`src/txgs_params.svh`:
```
// Register map, field positions, reset values and timing counts
`ifndef TXGS_PARAMS_SVH
`define TXGS_PARAMS_SVH
`define TXGS_IDX_RISE 8'h15
`define TXGS_IDX_MODT 8'h16
`define TXGS_IDX_WAIT 8'h17
`define TXGS_IDX_FRAME 8'h18
`define TXGS_IDX_STAT 8'h20
`define TXGS_RISE_PAT_HI 31
`define TXGS_RISE_PAT_LO 16
`define TXGS_RISE_LEN_HI 4
`define TXGS_RISE_LEN_LO 1
`define TXGS_RISE_EN_BIT 0
`define TXGS_MILLER_HI 15
`define TXGS_MILLER_LO 8
`define TXGS_PHASE_HI 7
`define TXGS_PHASE_LO 0
`define TXGS_WVAL_HI 27
`define TXGS_WVAL_LO 8
`define TXGS_PRESC_HI 7
`define TXGS_PRESC_LO 0
`define TXGS_PINV_BIT 13
`define TXGS_STAT_HOLD_BIT 20
`define TXGS_RST_PAT 16'h0000
`define TXGS_RST_LEN 4'h0
`define TXGS_RST_MILLER 8'h00
`define TXGS_RST_PHASE 8'h00
`define TXGS_RST_WVAL 20'h00000
`define TXGS_RST_PRESC 8'h00
`define TXGS_CARRIER_HZ 13560000
`define TXGS_PRESC_RECOMMENDED 8'h7f
`endif

```
`src/txgs_pkg.sv`:
```
// Types shared by the transmit shaping and guard-time block
package txgs_pkg;
   typedef enum logic [2:0] {
      WT_IDLE = 3'b001,
      WT_COUNT = 3'b010,
      WT_DONE = 3'b100
   } txgs_wait_state_t;
   typedef enum logic [2:0] {
      SEL_NONE,
      SEL_RISE,
      SEL_MODT,
      SEL_WAIT,
      SEL_FRAME,
      SEL_STAT
   } txgs_reg_sel_t;
endpackage

```
`src/txgs_shaper.sv`:
```
// Transmit edge shaping, Miller pulse width and guard-time timer
//
// Decided for this implementation: register access over APB.
`timescale 1ns/10ps
`include "txgs_params.svh"
//////////////////////////////////////////////////////////////////////////////
// Contract
// RQ1: Rising edge followed by programmed pattern
// RQ2: Pattern length is field plus one, MSB first
// RQ3: Shaping only while enable bit set
// RQ4: Miller pulse lasts width field plus one
// RQ5: Wait timer has prescaler and 20-bit counter
// RQ6: Prescaler decrements every carrier cycle
// RQ7: Prescaler wrap decrements main, reloads prescaler
// RQ8: Card side loads bit phase first
// RQ9: Phase, value, prescaler set inserted wait
// RQ10: Bit phase serves type A synchronisation
// RQ11: Zero wait value disables guard time
// RQ12: Mode detector overrides wait fields
// RQ13: Software should program prescaler to 127
// RQ14: Invert parity of final frame byte
// RQ15: Falling-edge counterpart uses LSB first
// RQ16: Hold transmission until main counter zero
//////////////////////////////////////////////////////////////////////////////
module txgs_shaper
   import txgs_pkg::*;
(
   input wire logic clock,
   input wire logic rst,
   input wire logic [7:0] paddr,
   input wire logic psel,
   input wire logic penable,
   input wire logic pwrite,
   input wire logic [31:0] pwdata,
   output logic [31:0] prdata,
   output logic pready,
   output logic pslverr,
   input wire logic txModIn,
   output logic txModOut,
   input wire logic millerStart,
   output logic millerPulse,
   input wire logic waitStart,
   input wire logic cardSide,
   output logic txHold,
   input wire logic modeDetValid,
   input wire logic [19:0] modeDetWait,
   input wire logic [7:0] modeDetPrescale,
   input wire logic parityIn,
   input wire logic lastByte,
   output logic parityOut
);

   //////////////////////////////////////////////////////////////////////////
   // Register storage
   logic [15:0] risePattern_r;
   logic [3:0] riseLength_r;
   logic riseEnable_r;
   logic [7:0] millerWidth_r;
   logic [7:0] firstPrescale_r;
   logic [19:0] waitValue_r;
   logic [7:0] prescale_r;
   logic finalParityInv_r;
   logic [19:0] mainCnt_r;
   logic [7:0] prescCnt_r;
   txgs_wait_state_t waitState_r;

   // Byte address is four times the register index
   function automatic txgs_reg_sel_t decodeAddr(input logic [7:0] a);
      logic [7:0] idx;
      idx = {2'b00, a[7:2]};
      if (a[1:0] != 2'b00) begin
         decodeAddr = SEL_NONE;
      end else if (idx == `TXGS_IDX_RISE) begin
         decodeAddr = SEL_RISE;
      end else if (idx == `TXGS_IDX_MODT) begin
         decodeAddr = SEL_MODT;
      end else if (idx == `TXGS_IDX_WAIT) begin
         decodeAddr = SEL_WAIT;
      end else if (idx == `TXGS_IDX_FRAME) begin
         decodeAddr = SEL_FRAME;
      end else if (idx == `TXGS_IDX_STAT) begin
         decodeAddr = SEL_STAT;
      end else begin
         decodeAddr = SEL_NONE;
      end
   endfunction

   //////////////////////////////////////////////////////////////////////////
   // APB slave: no wait states, pready raised in the access phase
   txgs_reg_sel_t sel;
   logic setupPhase;
   logic writeNow;
   logic [31:0] readMux;
   logic badAccess;

   assign sel = decodeAddr(paddr);
   assign setupPhase = psel & ~penable;
   assign writeNow = psel & penable & pready & pwrite;
   // Status is read-only, so a write there is refused like a hole
   assign badAccess = (sel == SEL_NONE) || (pwrite && sel == SEL_STAT);

   always_comb begin
      readMux = 32'h00000000;
      if (sel == SEL_RISE) begin
         readMux[`TXGS_RISE_PAT_HI:`TXGS_RISE_PAT_LO] = risePattern_r;
         readMux[`TXGS_RISE_LEN_HI:`TXGS_RISE_LEN_LO] = riseLength_r;
         readMux[`TXGS_RISE_EN_BIT] = riseEnable_r;
      end else if (sel == SEL_MODT) begin
         readMux[`TXGS_MILLER_HI:`TXGS_MILLER_LO] = millerWidth_r;
         readMux[`TXGS_PHASE_HI:`TXGS_PHASE_LO] = firstPrescale_r;
      end else if (sel == SEL_WAIT) begin
         readMux[`TXGS_WVAL_HI:`TXGS_WVAL_LO] = waitValue_r;
         readMux[`TXGS_PRESC_HI:`TXGS_PRESC_LO] = prescale_r;
      end else if (sel == SEL_FRAME) begin
         readMux[`TXGS_PINV_BIT] = finalParityInv_r;
      end else if (sel == SEL_STAT) begin
         readMux[19:0] = mainCnt_r;
         readMux[`TXGS_STAT_HOLD_BIT] = (waitState_r == WT_COUNT);
      end
   end

   always_ff @(posedge clock) begin
      if (rst) begin
         pready <= 1'b0;
         pslverr <= 1'b0;
         prdata <= 32'h00000000;
      end else if (setupPhase && !pready) begin
         pready <= 1'b1;
         pslverr <= badAccess;
         prdata <= pwrite ? 32'h00000000 : readMux;
      end else begin
         pready <= 1'b0;
         pslverr <= 1'b0;
         prdata <= 32'h00000000;
      end
   end

   always_ff @(posedge clock) begin
      if (rst) begin
         risePattern_r <= `TXGS_RST_PAT;
         riseLength_r <= `TXGS_RST_LEN;
         riseEnable_r <= 1'b0;
         millerWidth_r <= `TXGS_RST_MILLER;
         firstPrescale_r <= `TXGS_RST_PHASE;
         finalParityInv_r <= 1'b0;
      end else if (writeNow) begin
         if (sel == SEL_RISE) begin
            risePattern_r <= pwdata[`TXGS_RISE_PAT_HI:`TXGS_RISE_PAT_LO];
            riseLength_r <= pwdata[`TXGS_RISE_LEN_HI:`TXGS_RISE_LEN_LO];
            riseEnable_r <= pwdata[`TXGS_RISE_EN_BIT];
         end else if (sel == SEL_MODT) begin
            millerWidth_r <= pwdata[`TXGS_MILLER_HI:`TXGS_MILLER_LO];
            firstPrescale_r <= pwdata[`TXGS_PHASE_HI:`TXGS_PHASE_LO];
         end else if (sel == SEL_FRAME) begin
            finalParityInv_r <= pwdata[`TXGS_PINV_BIT];
         end
      end
   end

   // Detector update wins over a software write in the same cycle
   always_ff @(posedge clock) begin
      if (rst) begin
         waitValue_r <= `TXGS_RST_WVAL;
         prescale_r <= `TXGS_RST_PRESC;
      end else if (modeDetValid) begin
         waitValue_r <= modeDetWait; // [RQ12]
         prescale_r <= modeDetPrescale; // [RQ12]
      end else if (writeNow && sel == SEL_WAIT) begin
         waitValue_r <= pwdata[`TXGS_WVAL_HI:`TXGS_WVAL_LO];
         prescale_r <= pwdata[`TXGS_PRESC_HI:`TXGS_PRESC_LO];
      end
   end

   //////////////////////////////////////////////////////////////////////////
   // Rising-edge shaping pattern
   logic txModPrev_r;
   logic [4:0] riseLeft_r;
   logic [3:0] riseBit_r;
   logic riseEdge;
   logic riseStart;
   logic riseBusy;

   assign riseEdge = txModIn & ~txModPrev_r;
   // A new edge restarts a pattern that is still running
   assign riseStart = riseEdge & riseEnable_r; // [RQ1] [RQ3]
   assign riseBusy = (riseLeft_r != 5'h00) & riseEnable_r; // [RQ3]

   always_ff @(posedge clock) begin
      if (rst) begin
         txModPrev_r <= 1'b0;
         riseLeft_r <= 5'h00;
         riseBit_r <= 4'hf;
         txModOut <= 1'b0;
      end else begin
         txModPrev_r <= txModIn;
         if (riseStart) begin // [RQ1] [RQ3]
            // Length plus one bits, MSB first; shorter tail ignored
            riseLeft_r <= {1'b0, riseLength_r}; // [RQ2]
            riseBit_r <= 4'he;
            txModOut <= risePattern_r[15]; // [RQ1] [RQ2]
         end else if (riseBusy) begin
            riseLeft_r <= riseLeft_r - 5'h01;
            riseBit_r <= riseBit_r - 4'h1;
            txModOut <= risePattern_r[riseBit_r]; // [RQ2]
         end else begin
            // Disabling mid-pattern drops the rest at once
            riseLeft_r <= 5'h00;
            riseBit_r <= 4'hf;
            txModOut <= txModIn; // [RQ3]
         end
      end
   end

   //////////////////////////////////////////////////////////////////////////
   // Miller pulse width
   logic [8:0] millerLeft_r;
   logic millerBusy;

   // A new start restarts a pulse that is still running at full width
   assign millerBusy = (millerLeft_r != 9'h000);

   always_ff @(posedge clock) begin
      if (rst) begin
         millerLeft_r <= 9'h000;
         millerPulse <= 1'b0;
      end else if (millerStart) begin
         millerLeft_r <= {1'b0, millerWidth_r}; // [RQ4]
         millerPulse <= 1'b1;
      end else if (millerBusy) begin
         millerLeft_r <= millerLeft_r - 9'h001;
         millerPulse <= 1'b1; // [RQ4]
      end else begin
         millerPulse <= 1'b0;
      end
   end

   //////////////////////////////////////////////////////////////////////////
   // Guard-time wait timer
   logic waitLoad;
   logic prescWrap;
   logic lastPeriod;
   logic [7:0] firstLoad;

   // A zero wait value never starts the timer, so nothing is held back
   assign waitLoad = waitStart && (waitValue_r != 20'h00000); // [RQ11]
   // Bit phase trims the first period only; later reloads use prescale_r
   assign firstLoad = cardSide ? firstPrescale_r : prescale_r; // [RQ8] [RQ10]
   assign prescWrap = (prescCnt_r == 8'h00); // [RQ7]
   assign lastPeriod = prescWrap && (mainCnt_r == 20'h00001);

   always_ff @(posedge clock) begin
      if (rst) begin
         waitState_r <= WT_IDLE;
         mainCnt_r <= 20'h00000;
         prescCnt_r <= 8'h00;
         txHold <= 1'b0;
      end else begin
         case (waitState_r)
            WT_IDLE, WT_DONE: begin
               if (waitLoad) begin
                  waitState_r <= WT_COUNT;
                  mainCnt_r <= waitValue_r; // [RQ5] [RQ9]
                  prescCnt_r <= firstLoad; // [RQ8] [RQ9]
                  txHold <= 1'b1; // [RQ16]
               end else begin
                  txHold <= 1'b0; // [RQ11]
               end
            end
            WT_COUNT: begin
               if (prescWrap) begin
                  prescCnt_r <= prescale_r; // [RQ7] [RQ13]
                  mainCnt_r <= mainCnt_r - 20'h00001; // [RQ7]
               end else begin
                  prescCnt_r <= prescCnt_r - 8'h01; // [RQ6]
               end
               if (lastPeriod) begin
                  waitState_r <= WT_DONE;
                  txHold <= 1'b0; // [RQ16]
               end
            end
            default: begin
               waitState_r <= WT_IDLE;
               txHold <= 1'b0;
            end
         endcase
      end
   end

   //////////////////////////////////////////////////////////////////////////
   // Final parity inversion
   logic invertNow;

   // Earlier bytes of the frame keep their parity untouched
   assign invertNow = lastByte & finalParityInv_r; // [RQ14]

   always_ff @(posedge clock) begin
      if (rst) begin
         parityOut <= 1'b0;
      end else begin
         parityOut <= parityIn ^ invertNow; // [RQ14]
      end
   end

   // Falling-edge shaping lives in the companion block, LSB first [RQ15]
endmodule

```
`config.mk`:
```
export PLATFORM = sky130hd
export DESIGN_NAME = txgs_shaper
export DESIGN_NICKNAME = d
export VERILOG_FILES = /design/src/txgs_pkg.sv /design/src/txgs_shaper.sv
export VERILOG_INCLUDE_DIRS = /design/src
export SDC_FILE = /design/constraint.sdc
export NUM_CORES = 1
export LEC_CHECK = 0
export BUFFER_PORTS_ARGS = -buffer_cell sky130_fd_sc_hd__buf_2
export CAP_MARGIN = 20
export CORE_AREA = 2 2 150 152
export DETAILED_ROUTE_END_ITERATION = 6
export DIE_AREA = 0 0 152 154
export SYNTH_ARGS = -nofsm -noshare
export SYNTH_HDL_FRONTEND = slang
export SYNTH_SLANG_ARGS = --single-unit
```
`constraint.sdc`:
```
create_clock -name clock -period 2.8 [get_ports clock]
set_input_delay 0.14 -clock clock [delete_from_list [all_inputs] [get_ports clock]]
set_output_delay 0.14 -clock clock [all_outputs]
set_load 0.005 [all_outputs]
```
; After elaboration in Yosys (flattened, before gate mapping)
; Cells that the tools add are included.
[totals]
register_bits = 154
latchBits = 0
ram_bits = 0
rom_bits = 0
input_bits = 80
output_inout_bits = 38
elab_cells = 140
mem_count = 0
[op_classes]
addsub = 5
multipliers = 0
div_mod_pow = 0
magnitude_cmp = 1
n_eq_ne = 17
n_shift = 0
muxes = 46
bitwise = 15
reduce_logical = 29
[op_table]
columns = op, count
row1 = 2-to-1 mux 20 bit, 4
row2 = 2-to-1 mux 8 bit, 7
row3 = 2-to-1 mux 21 bit, 2
row4 = one-hot mux 20 bit (2 select lines), 1
row5 = "== test 6 x 5 -> 1 bit, second input constant", 4
row6 = 2-to-1 mux 12 bit, 2
row7 = 2-to-1 mux 3 bit, 8
row8 = "== test 20 x 1 -> 1 bit, second input constant", 1
row9 = nonzero test 20 bit, 1
row10 = "subtractor 20 x 1 -> 20 bit, second input constant", 1
row11 = 2-to-1 mux 16 bit, 1
row12 = one-hot mux 8 bit (2 select lines), 1
row13 = 2-to-1 mux 7 bit, 2
row14 = 2-to-1 mux 13 bit, 1
row15 = 2-to-1 mux 1 bit, 11
row16 = "== test 3 x 2 -> 1 bit, second input constant", 3
row17 = "== test 3 bit, second input constant", 3
row18 = nonzero test 9 bit, 1
row19 = "subtractor 9 x 1 -> 9 bit, second input constant", 1
row20 = AND 1 bit, 8
row21 = logical NOT 8 bit, 1
row22 = 2-to-1 mux 4 bit, 2
row23 = nonzero test 2 bit, 4
row24 = OR reduction 4 bit, 2
row25 = other kinds (23), 41

; Longest topological paths before layout
[depth]
word_depth = 13
ltp_mapped = 9
depth_no_buf = 8

; Worst setup path before layout
; No wires, ideal clock.
[synth_timing]
kind = reg-to-reg
start = register prescCnt_r[0]
end = register mainCnt_r[10]
setup_ns = 0.092
arrival_ns = 1.876
setup_slack_ns = 0.831
stages_incl_launch_ff = 10
path_cell_list = dfxtp_1 inv_1 ha_1 nor3b_1 nand2_1 nor2_1 o21ba_2 nor2_4 buf_2 o32ai_1
[synth_between]
elab_chain_cells = 3
[synth_lines]
columns = item, line
row1 = "start, declared", txgs_shaper.sv:64  ; logic [7:0] prescCnt_r;
row2 = "start signal, assigned", txgs_shaper.sv:263  ; prescCnt_r <= firstLoad;
row3 = "start signal, assigned", txgs_shaper.sv:271  ; prescCnt_r <= prescale_r;
row4 = "start signal, assigned", txgs_shaper.sv:274  ; prescCnt_r <= prescCnt_r - 8'h01;
row5 = logical NOT 8 bit, txgs_shaper.sv:248  ; assign prescWrap = (prescCnt_r == 8'h00);
row6 = != test 2 bit (no source line), n/a
row7 = AND reduction 3 bit (no source line), n/a
row8 = "end signal, assigned", txgs_shaper.sv:262  ; mainCnt_r <= waitValue_r;
row9 = "end signal, assigned", txgs_shaper.sv:272  ; mainCnt_r <= mainCnt_r - 20'h00001;
row10 = "end, declared", txgs_shaper.sv:63  ; logic [19:0] mainCnt_r;
; Every way passes these cells.
; A chain may end at the register's enable or synchronous reset.

; Final worst setup path
[layout_timing]
start = register waitValue_r[6]
end = register mainCnt_r[17]
[layout_between]
elab_chain_cells = 4
[layout_lines]
columns = item, line
row1 = "start, declared", txgs_shaper.sv:60  ; logic [19:0] waitValue_r;
row2 = "start signal, assigned", txgs_shaper.sv:163  ; waitValue_r <= `TXGS_RST_WVAL;
row3 = "start signal, assigned", txgs_shaper.sv:166  ; waitValue_r <= modeDetWait;
row4 = "start signal, assigned", txgs_shaper.sv:169  ; waitValue_r <= pwdata[`TXGS_WVAL_HI:`TXGS_WVAL_LO];
row5 = nonzero test 20 bit, txgs_shaper.sv:245  ; assign waitLoad = waitStart && (waitValue_r != 20'h00000);
row6 = logical AND 1 bit, txgs_shaper.sv:245
row7 = != test 2 bit (no source line), n/a
row8 = AND reduction 3 bit (no source line), n/a
; Every way passes these cells.

==> metrics.md <==
| Metric | Value |
|---|---|
| Outcome | `finished, final reports clean` |
| Area of all placed cells without fillers | `9250 um2` |
| Post-synth EDFFs | `0` |
| Die Wd | `152 um` |
| Total of buffers placed on input and output ports | `117` |
| Die ar. | `23400 um2` |
| Synthesized Nets | `967` |
| Remaining max-slew budget at the tightest pin | `36.3%` |
| Flop pwr share | `41.9%` |
| Core Rows | `54` |
| First-pass GRT wire length | `36.6 mm` |
| Core outline area | `21700 um2` |
| Height of the chip | `154 um` |
| Clock sink count | `154` |
| Clock tree from TritonCTS | `built` |
| PwrDens | `619 nW/um2` |
| Total of endpoints with negative setup slack in the final report | `0` |
| Placed instance area | `8380 um2` |
| Count of cell types in the netlist | `69` |
| GRT Total Usage | `19.4%` |
| Area growth from synthesis to layout | `23.2%` |
| Portion of total power attributed to combinational logic | `17.1%` |
| Pin count of the biggest net entering global routing | `81` |
| Classification of the worst setup path | `register to register` |
| Category of cells accounting for the largest share of critical-path delay | `compound AO/OA/AOI/OAI gates` |
| Predominant post-synthesis flop cell | `sky130_fd_sc_hd__dfxtp_1` |
| Clock share of power | `40.9%` |
| HPWL after detailed placement | `16.1 mm` |
| Standard cell with the maximum stage delay on the critical path | `sky130_fd_sc_hd__o21bai_2` |
| Number of vias after detailed routing | `6973` |
| Number of nets still failing antenna checks after routing | `0` |
| Clock skew after layout | `0.00877 ns` |
| Arrival time at the worst endpoint | `2.80 ns` |
| Post-detailed-route via-to-cell ratio | `5.33` |
| Share of the clock period used by the worst path | `88.4%` |
| RD Place Congestion | `0.894` |
| Routed wire length | `22.7 mm` |
| Clock insertion delay at the later pin of the skew report | `0.43 ns` |
| Clk root buf | `sky130_fd_sc_hd__clkbuf_16` |
| First-iteration detailed-routing DRC count | `483` |
| Achievable clock frequency | `404 MHz` |
| Total of max-cap violations | `0` |
| Antenna Cells | `0` |
| Sw power | `0.00168 W` |
| RSZ-0062 raised after global routing | `no` |
| Clock buffer depth | `2` |
| Total power | `0.00573 W` |
| Fin. Hold Viols | `0` |
| Classification of the worst-slack hold path | `input pin to register` |
| Initial antenna violation count | `0` |
| Total iterations of the first detailed-routing run | `6` |
| Synthesized area divided by synthesized cell count | `8.53 um2` |
| Critical Path Start Type | `register` |
| Post-layout net count | `1103` |
| Smallest setup slack after layout | `0.324 ns` |
| Routed wire length per instance | `17.4 um` |
| Cell type with the largest total area after synthesis | `sky130_fd_sc_hd__dfxtp_1` |
| Critical-path cell list | `nor4_1 > nand3_1 > o211a_1 > o21bai_2 > buf_4 > a22oi_1 > o32ai_1` |
| Clock transition at the register clock pins on the worst setup and hold paths after CTS | `0.07 ns` |
| # DRC | `0` |
| Internal power component | `0.00405 W` |
| Post-CTS setup-driven buffer insertion count | `0` |
| Fraction of final layout cells with drive strength greater than 1 | `18.9%` |
| Static leakage | `3.82 nW` |
| Count of pins on the block boundary | `118` |
| Synthesized netlist cell count | `880` |
| Total of warnings raised by yosys | `0` |
| Crit path capture type | `register` |
| Initial core utilization | `34.6%` |
| Area fraction of the dominant cell type after synthesis | `41.1%` |
| Switching share of power | `29.2%` |
| Number of clock buffers inserted by TritonCTS | `17` |
| Combined buffer and inverter count along the critical path | `1` |
| Post-layout minimum cycle time | `2.48 ns` |
| Register-to-Register Setup Slack | `0.32 ns` |
| Setup total negative slack | `0 ns` |
| Largest fanout on the critical path | `13` |
| Mapped cell area | `7510 um2` |
| Deepest level of the CTS H-tree | `4` |
| Maximum single-stage delay on the critical path | `0.55 ns` |
| Required time reported for the critical path endpoint | `3.13 ns` |
| Gr ovfl total | `0` |
| Number of global-route vias before repair | `6669` |
| Slew Viols, Final | `0` |
| Pin slew with the least headroom to its limit | `0.956 ns` |
| Portion of the post-synthesis area used by sequential elements | `41.1%` |
| Register bit count reported by yosys | `154` |
| Largest cells by area after synthesis | `sky130_fd_sc_hd__dfxtp_1 (41%), sky130_fd_sc_hd__mux2i_1 (9.7%), sky130_fd_sc_hd__nand2_1 (5.0%), sky130_fd_sc_hd__a21oi_1 (4.8%), sky130_fd_sc_hd__nor2_1 (4.8%)` |
| Worst vdd rail ir drop | `0.511 mV` |
| Setup WS pre-CTS | `0.424 ns` |
| Post-synth ARST share | `0%` |
[power by group through the flow]
stage	Combinational (W)	Clock, W	Sequential [W]
floorplan	0.000680	0	0.00241
global placement	0.000940	0	0.00245
detailed placement	0.000940	0	0.00245
CTS	0.000974	0.00238	0.00240
global route	0.00110	0.00247	0.00242
finish	0.000981	0.00235	0.00240
[path summary, 6_finish.rpt]
kind                                         to            start  cells past startpoint
worst max-delay path              mainCnt_r[17]   waitValue_r[6]                      7
worst min-delay path               riseEnable_r        pwdata[0]                      3
worst max register to register    mainCnt_r[17]   waitValue_r[6]                      7
worst min register to register  millerLeft_r[8]  millerLeft_r[8]                      1
[layout make-up]
| class | count | area, um2 |
|---|---|---|
| Multi-Input combinational cell | 654 | 4090 |
| Inverter | 19 | 71.3 |
| Sequential cell | 154 | 3080 |
| Clock buffer | 18 | 429 |
| Timing Repair Buffer | 170 | 1070 |
| Tap cell | 280 | 350 |
| Clock inverter | 14 | 159 |
| Fill cell | 2173 | 12400 |
[per-layer routing]
metal	vias to the layer above	global-route usage, %	part of all wire, %	wire length, um
met1	3313	27.0	47	10700
met5	-	0	0	0
li1	3388	-	-	-
met3	29	3.80	5.8	1310
met2	243	30.8	46	10400
met4	0	5.30	1.4	310
[Yosys cell counts, types with 4 or more instances]
master and count:
sky130_fd_sc_hd__nor2b_1 8, sky130_fd_sc_hd__buf_6 7, sky130_fd_sc_hd__mux2_2 6, sky130_fd_sc_hd__a21oi_1 72, sky130_fd_sc_hd__a22oi_1 13, sky130_fd_sc_hd__o21ai_0 36
sky130_fd_sc_hd__dfxtp_1 154, sky130_fd_sc_hd__nor4_1 9, sky130_fd_sc_hd__o21ai_1 40, sky130_fd_sc_hd__buf_2 10, sky130_fd_sc_hd__a21boi_0 5, sky130_fd_sc_hd__ha_1 7
sky130_fd_sc_hd__nand3_1 8, sky130_fd_sc_hd__nor3_1 22, sky130_fd_sc_hd__xor2_1 4, sky130_fd_sc_hd__and3_1 9, sky130_fd_sc_hd__xnor2_1 11, sky130_fd_sc_hd__nor2_1 96
sky130_fd_sc_hd__mux2i_1 73, sky130_fd_sc_hd__a22o_1 7, sky130_fd_sc_hd__inv_1 19, sky130_fd_sc_hd__nand2_1 101, sky130_fd_sc_hd__nand2b_1 4, sky130_fd_sc_hd__o32ai_1 15
sky130_fd_sc_hd__clkbuf_1 32, sky130_fd_sc_hd__o211ai_1 7, sky130_fd_sc_hd__and2_1 41
[worst reg2reg max path, delay by kind of cell (launching register included)]
kind | cells | cell delay, ns
DFF | 1 | 0.37
buffers and inverters | 1 | 0.26
AOI/OAI and AO/OA | 4 | 1.09
and+or+nand+nor | 2 | 0.66
[timing repair]
action,CTS,global route
resized for setup,0,0
hold buffers,28,0
endpoints found under the setup margin,0,0
endpoints found under the hold margin,31,0
[sequential cells by signal, indices dropped and copies added, names as in the netlist, 3 cells and up]
name and count:
risePattern_r 16, mainCnt_r 20, riseLength_r 4, prescale_r 8, firstPrescale_r 8, prescCnt_r 8
waitValue_r 20, millerWidth_r 8, millerLeft_r 9, riseBit_r 4, waitState_r 3, riseLeft_r 5
prdata 32
[kinds of logic (layout without fill, tap and decap cells)]
logic type | count (synthesis) | in the layout | synth area share [%]
simple gates | 328 | 328 | 21.4
fa+ha+maj | 7 | 7 | 1.17
mux | 84 | 84 | 12.3
buf+inv | 72 | 221 | 4.52
xor+xnor | 15 | 15 | 1.75
compound gates | 220 | 220 | 17.8
flops | 154 | 154 | 41.1
[layout by cell type (no fill, tap or decap), types with 4 or more instances in the layout]
master,instances
sky130_fd_sc_hd__mux2_2,6
sky130_fd_sc_hd__clkbuf_16,17
sky130_fd_sc_hd__xor2_1,4
sky130_fd_sc_hd__nor2b_1,8
sky130_fd_sc_hd__dlygate4sd3_1,28
sky130_fd_sc_hd__buf_2,117
sky130_fd_sc_hd__nor4_1,9
sky130_fd_sc_hd__o32ai_1,15
sky130_fd_sc_hd__dfxtp_1,154
sky130_fd_sc_hd__and2_1,41
sky130_fd_sc_hd__o21ai_1,40
sky130_fd_sc_hd__a21oi_1,72
sky130_fd_sc_hd__a22o_1,7
sky130_fd_sc_hd__nand3_1,8
sky130_fd_sc_hd__o21ai_0,36
sky130_fd_sc_hd__nor3_1,22
sky130_fd_sc_hd__a21boi_0,5
sky130_fd_sc_hd__and3_1,9
sky130_fd_sc_hd__xnor2_1,11
sky130_fd_sc_hd__inv_1,19
sky130_fd_sc_hd__a22oi_1,13
sky130_fd_sc_hd__inv_6,7
sky130_fd_sc_hd__nor2_1,96
sky130_fd_sc_hd__ha_1,7
sky130_fd_sc_hd__o211ai_1,7
sky130_fd_sc_hd__mux2i_1,73
sky130_fd_sc_hd__nand2_1,101
sky130_fd_sc_hd__buf_4,24
[stage by stage]
stage | hold slack, ns | cells | util [%]
5_1_grt | 0.0232 | 1309 | 42.7
4_1_cts | 0.00572 | 1309 | 42.7
3_3_place_gp | 0.378 | 1249 | 38.7
3_5_place_dp | 0.386 | 1249 | 38.7
2_1_floorplan | 0.268 | 880 | -
6_report | 0.0168 | 1309 | 42.7
Power figures use the tool's default switching activity.
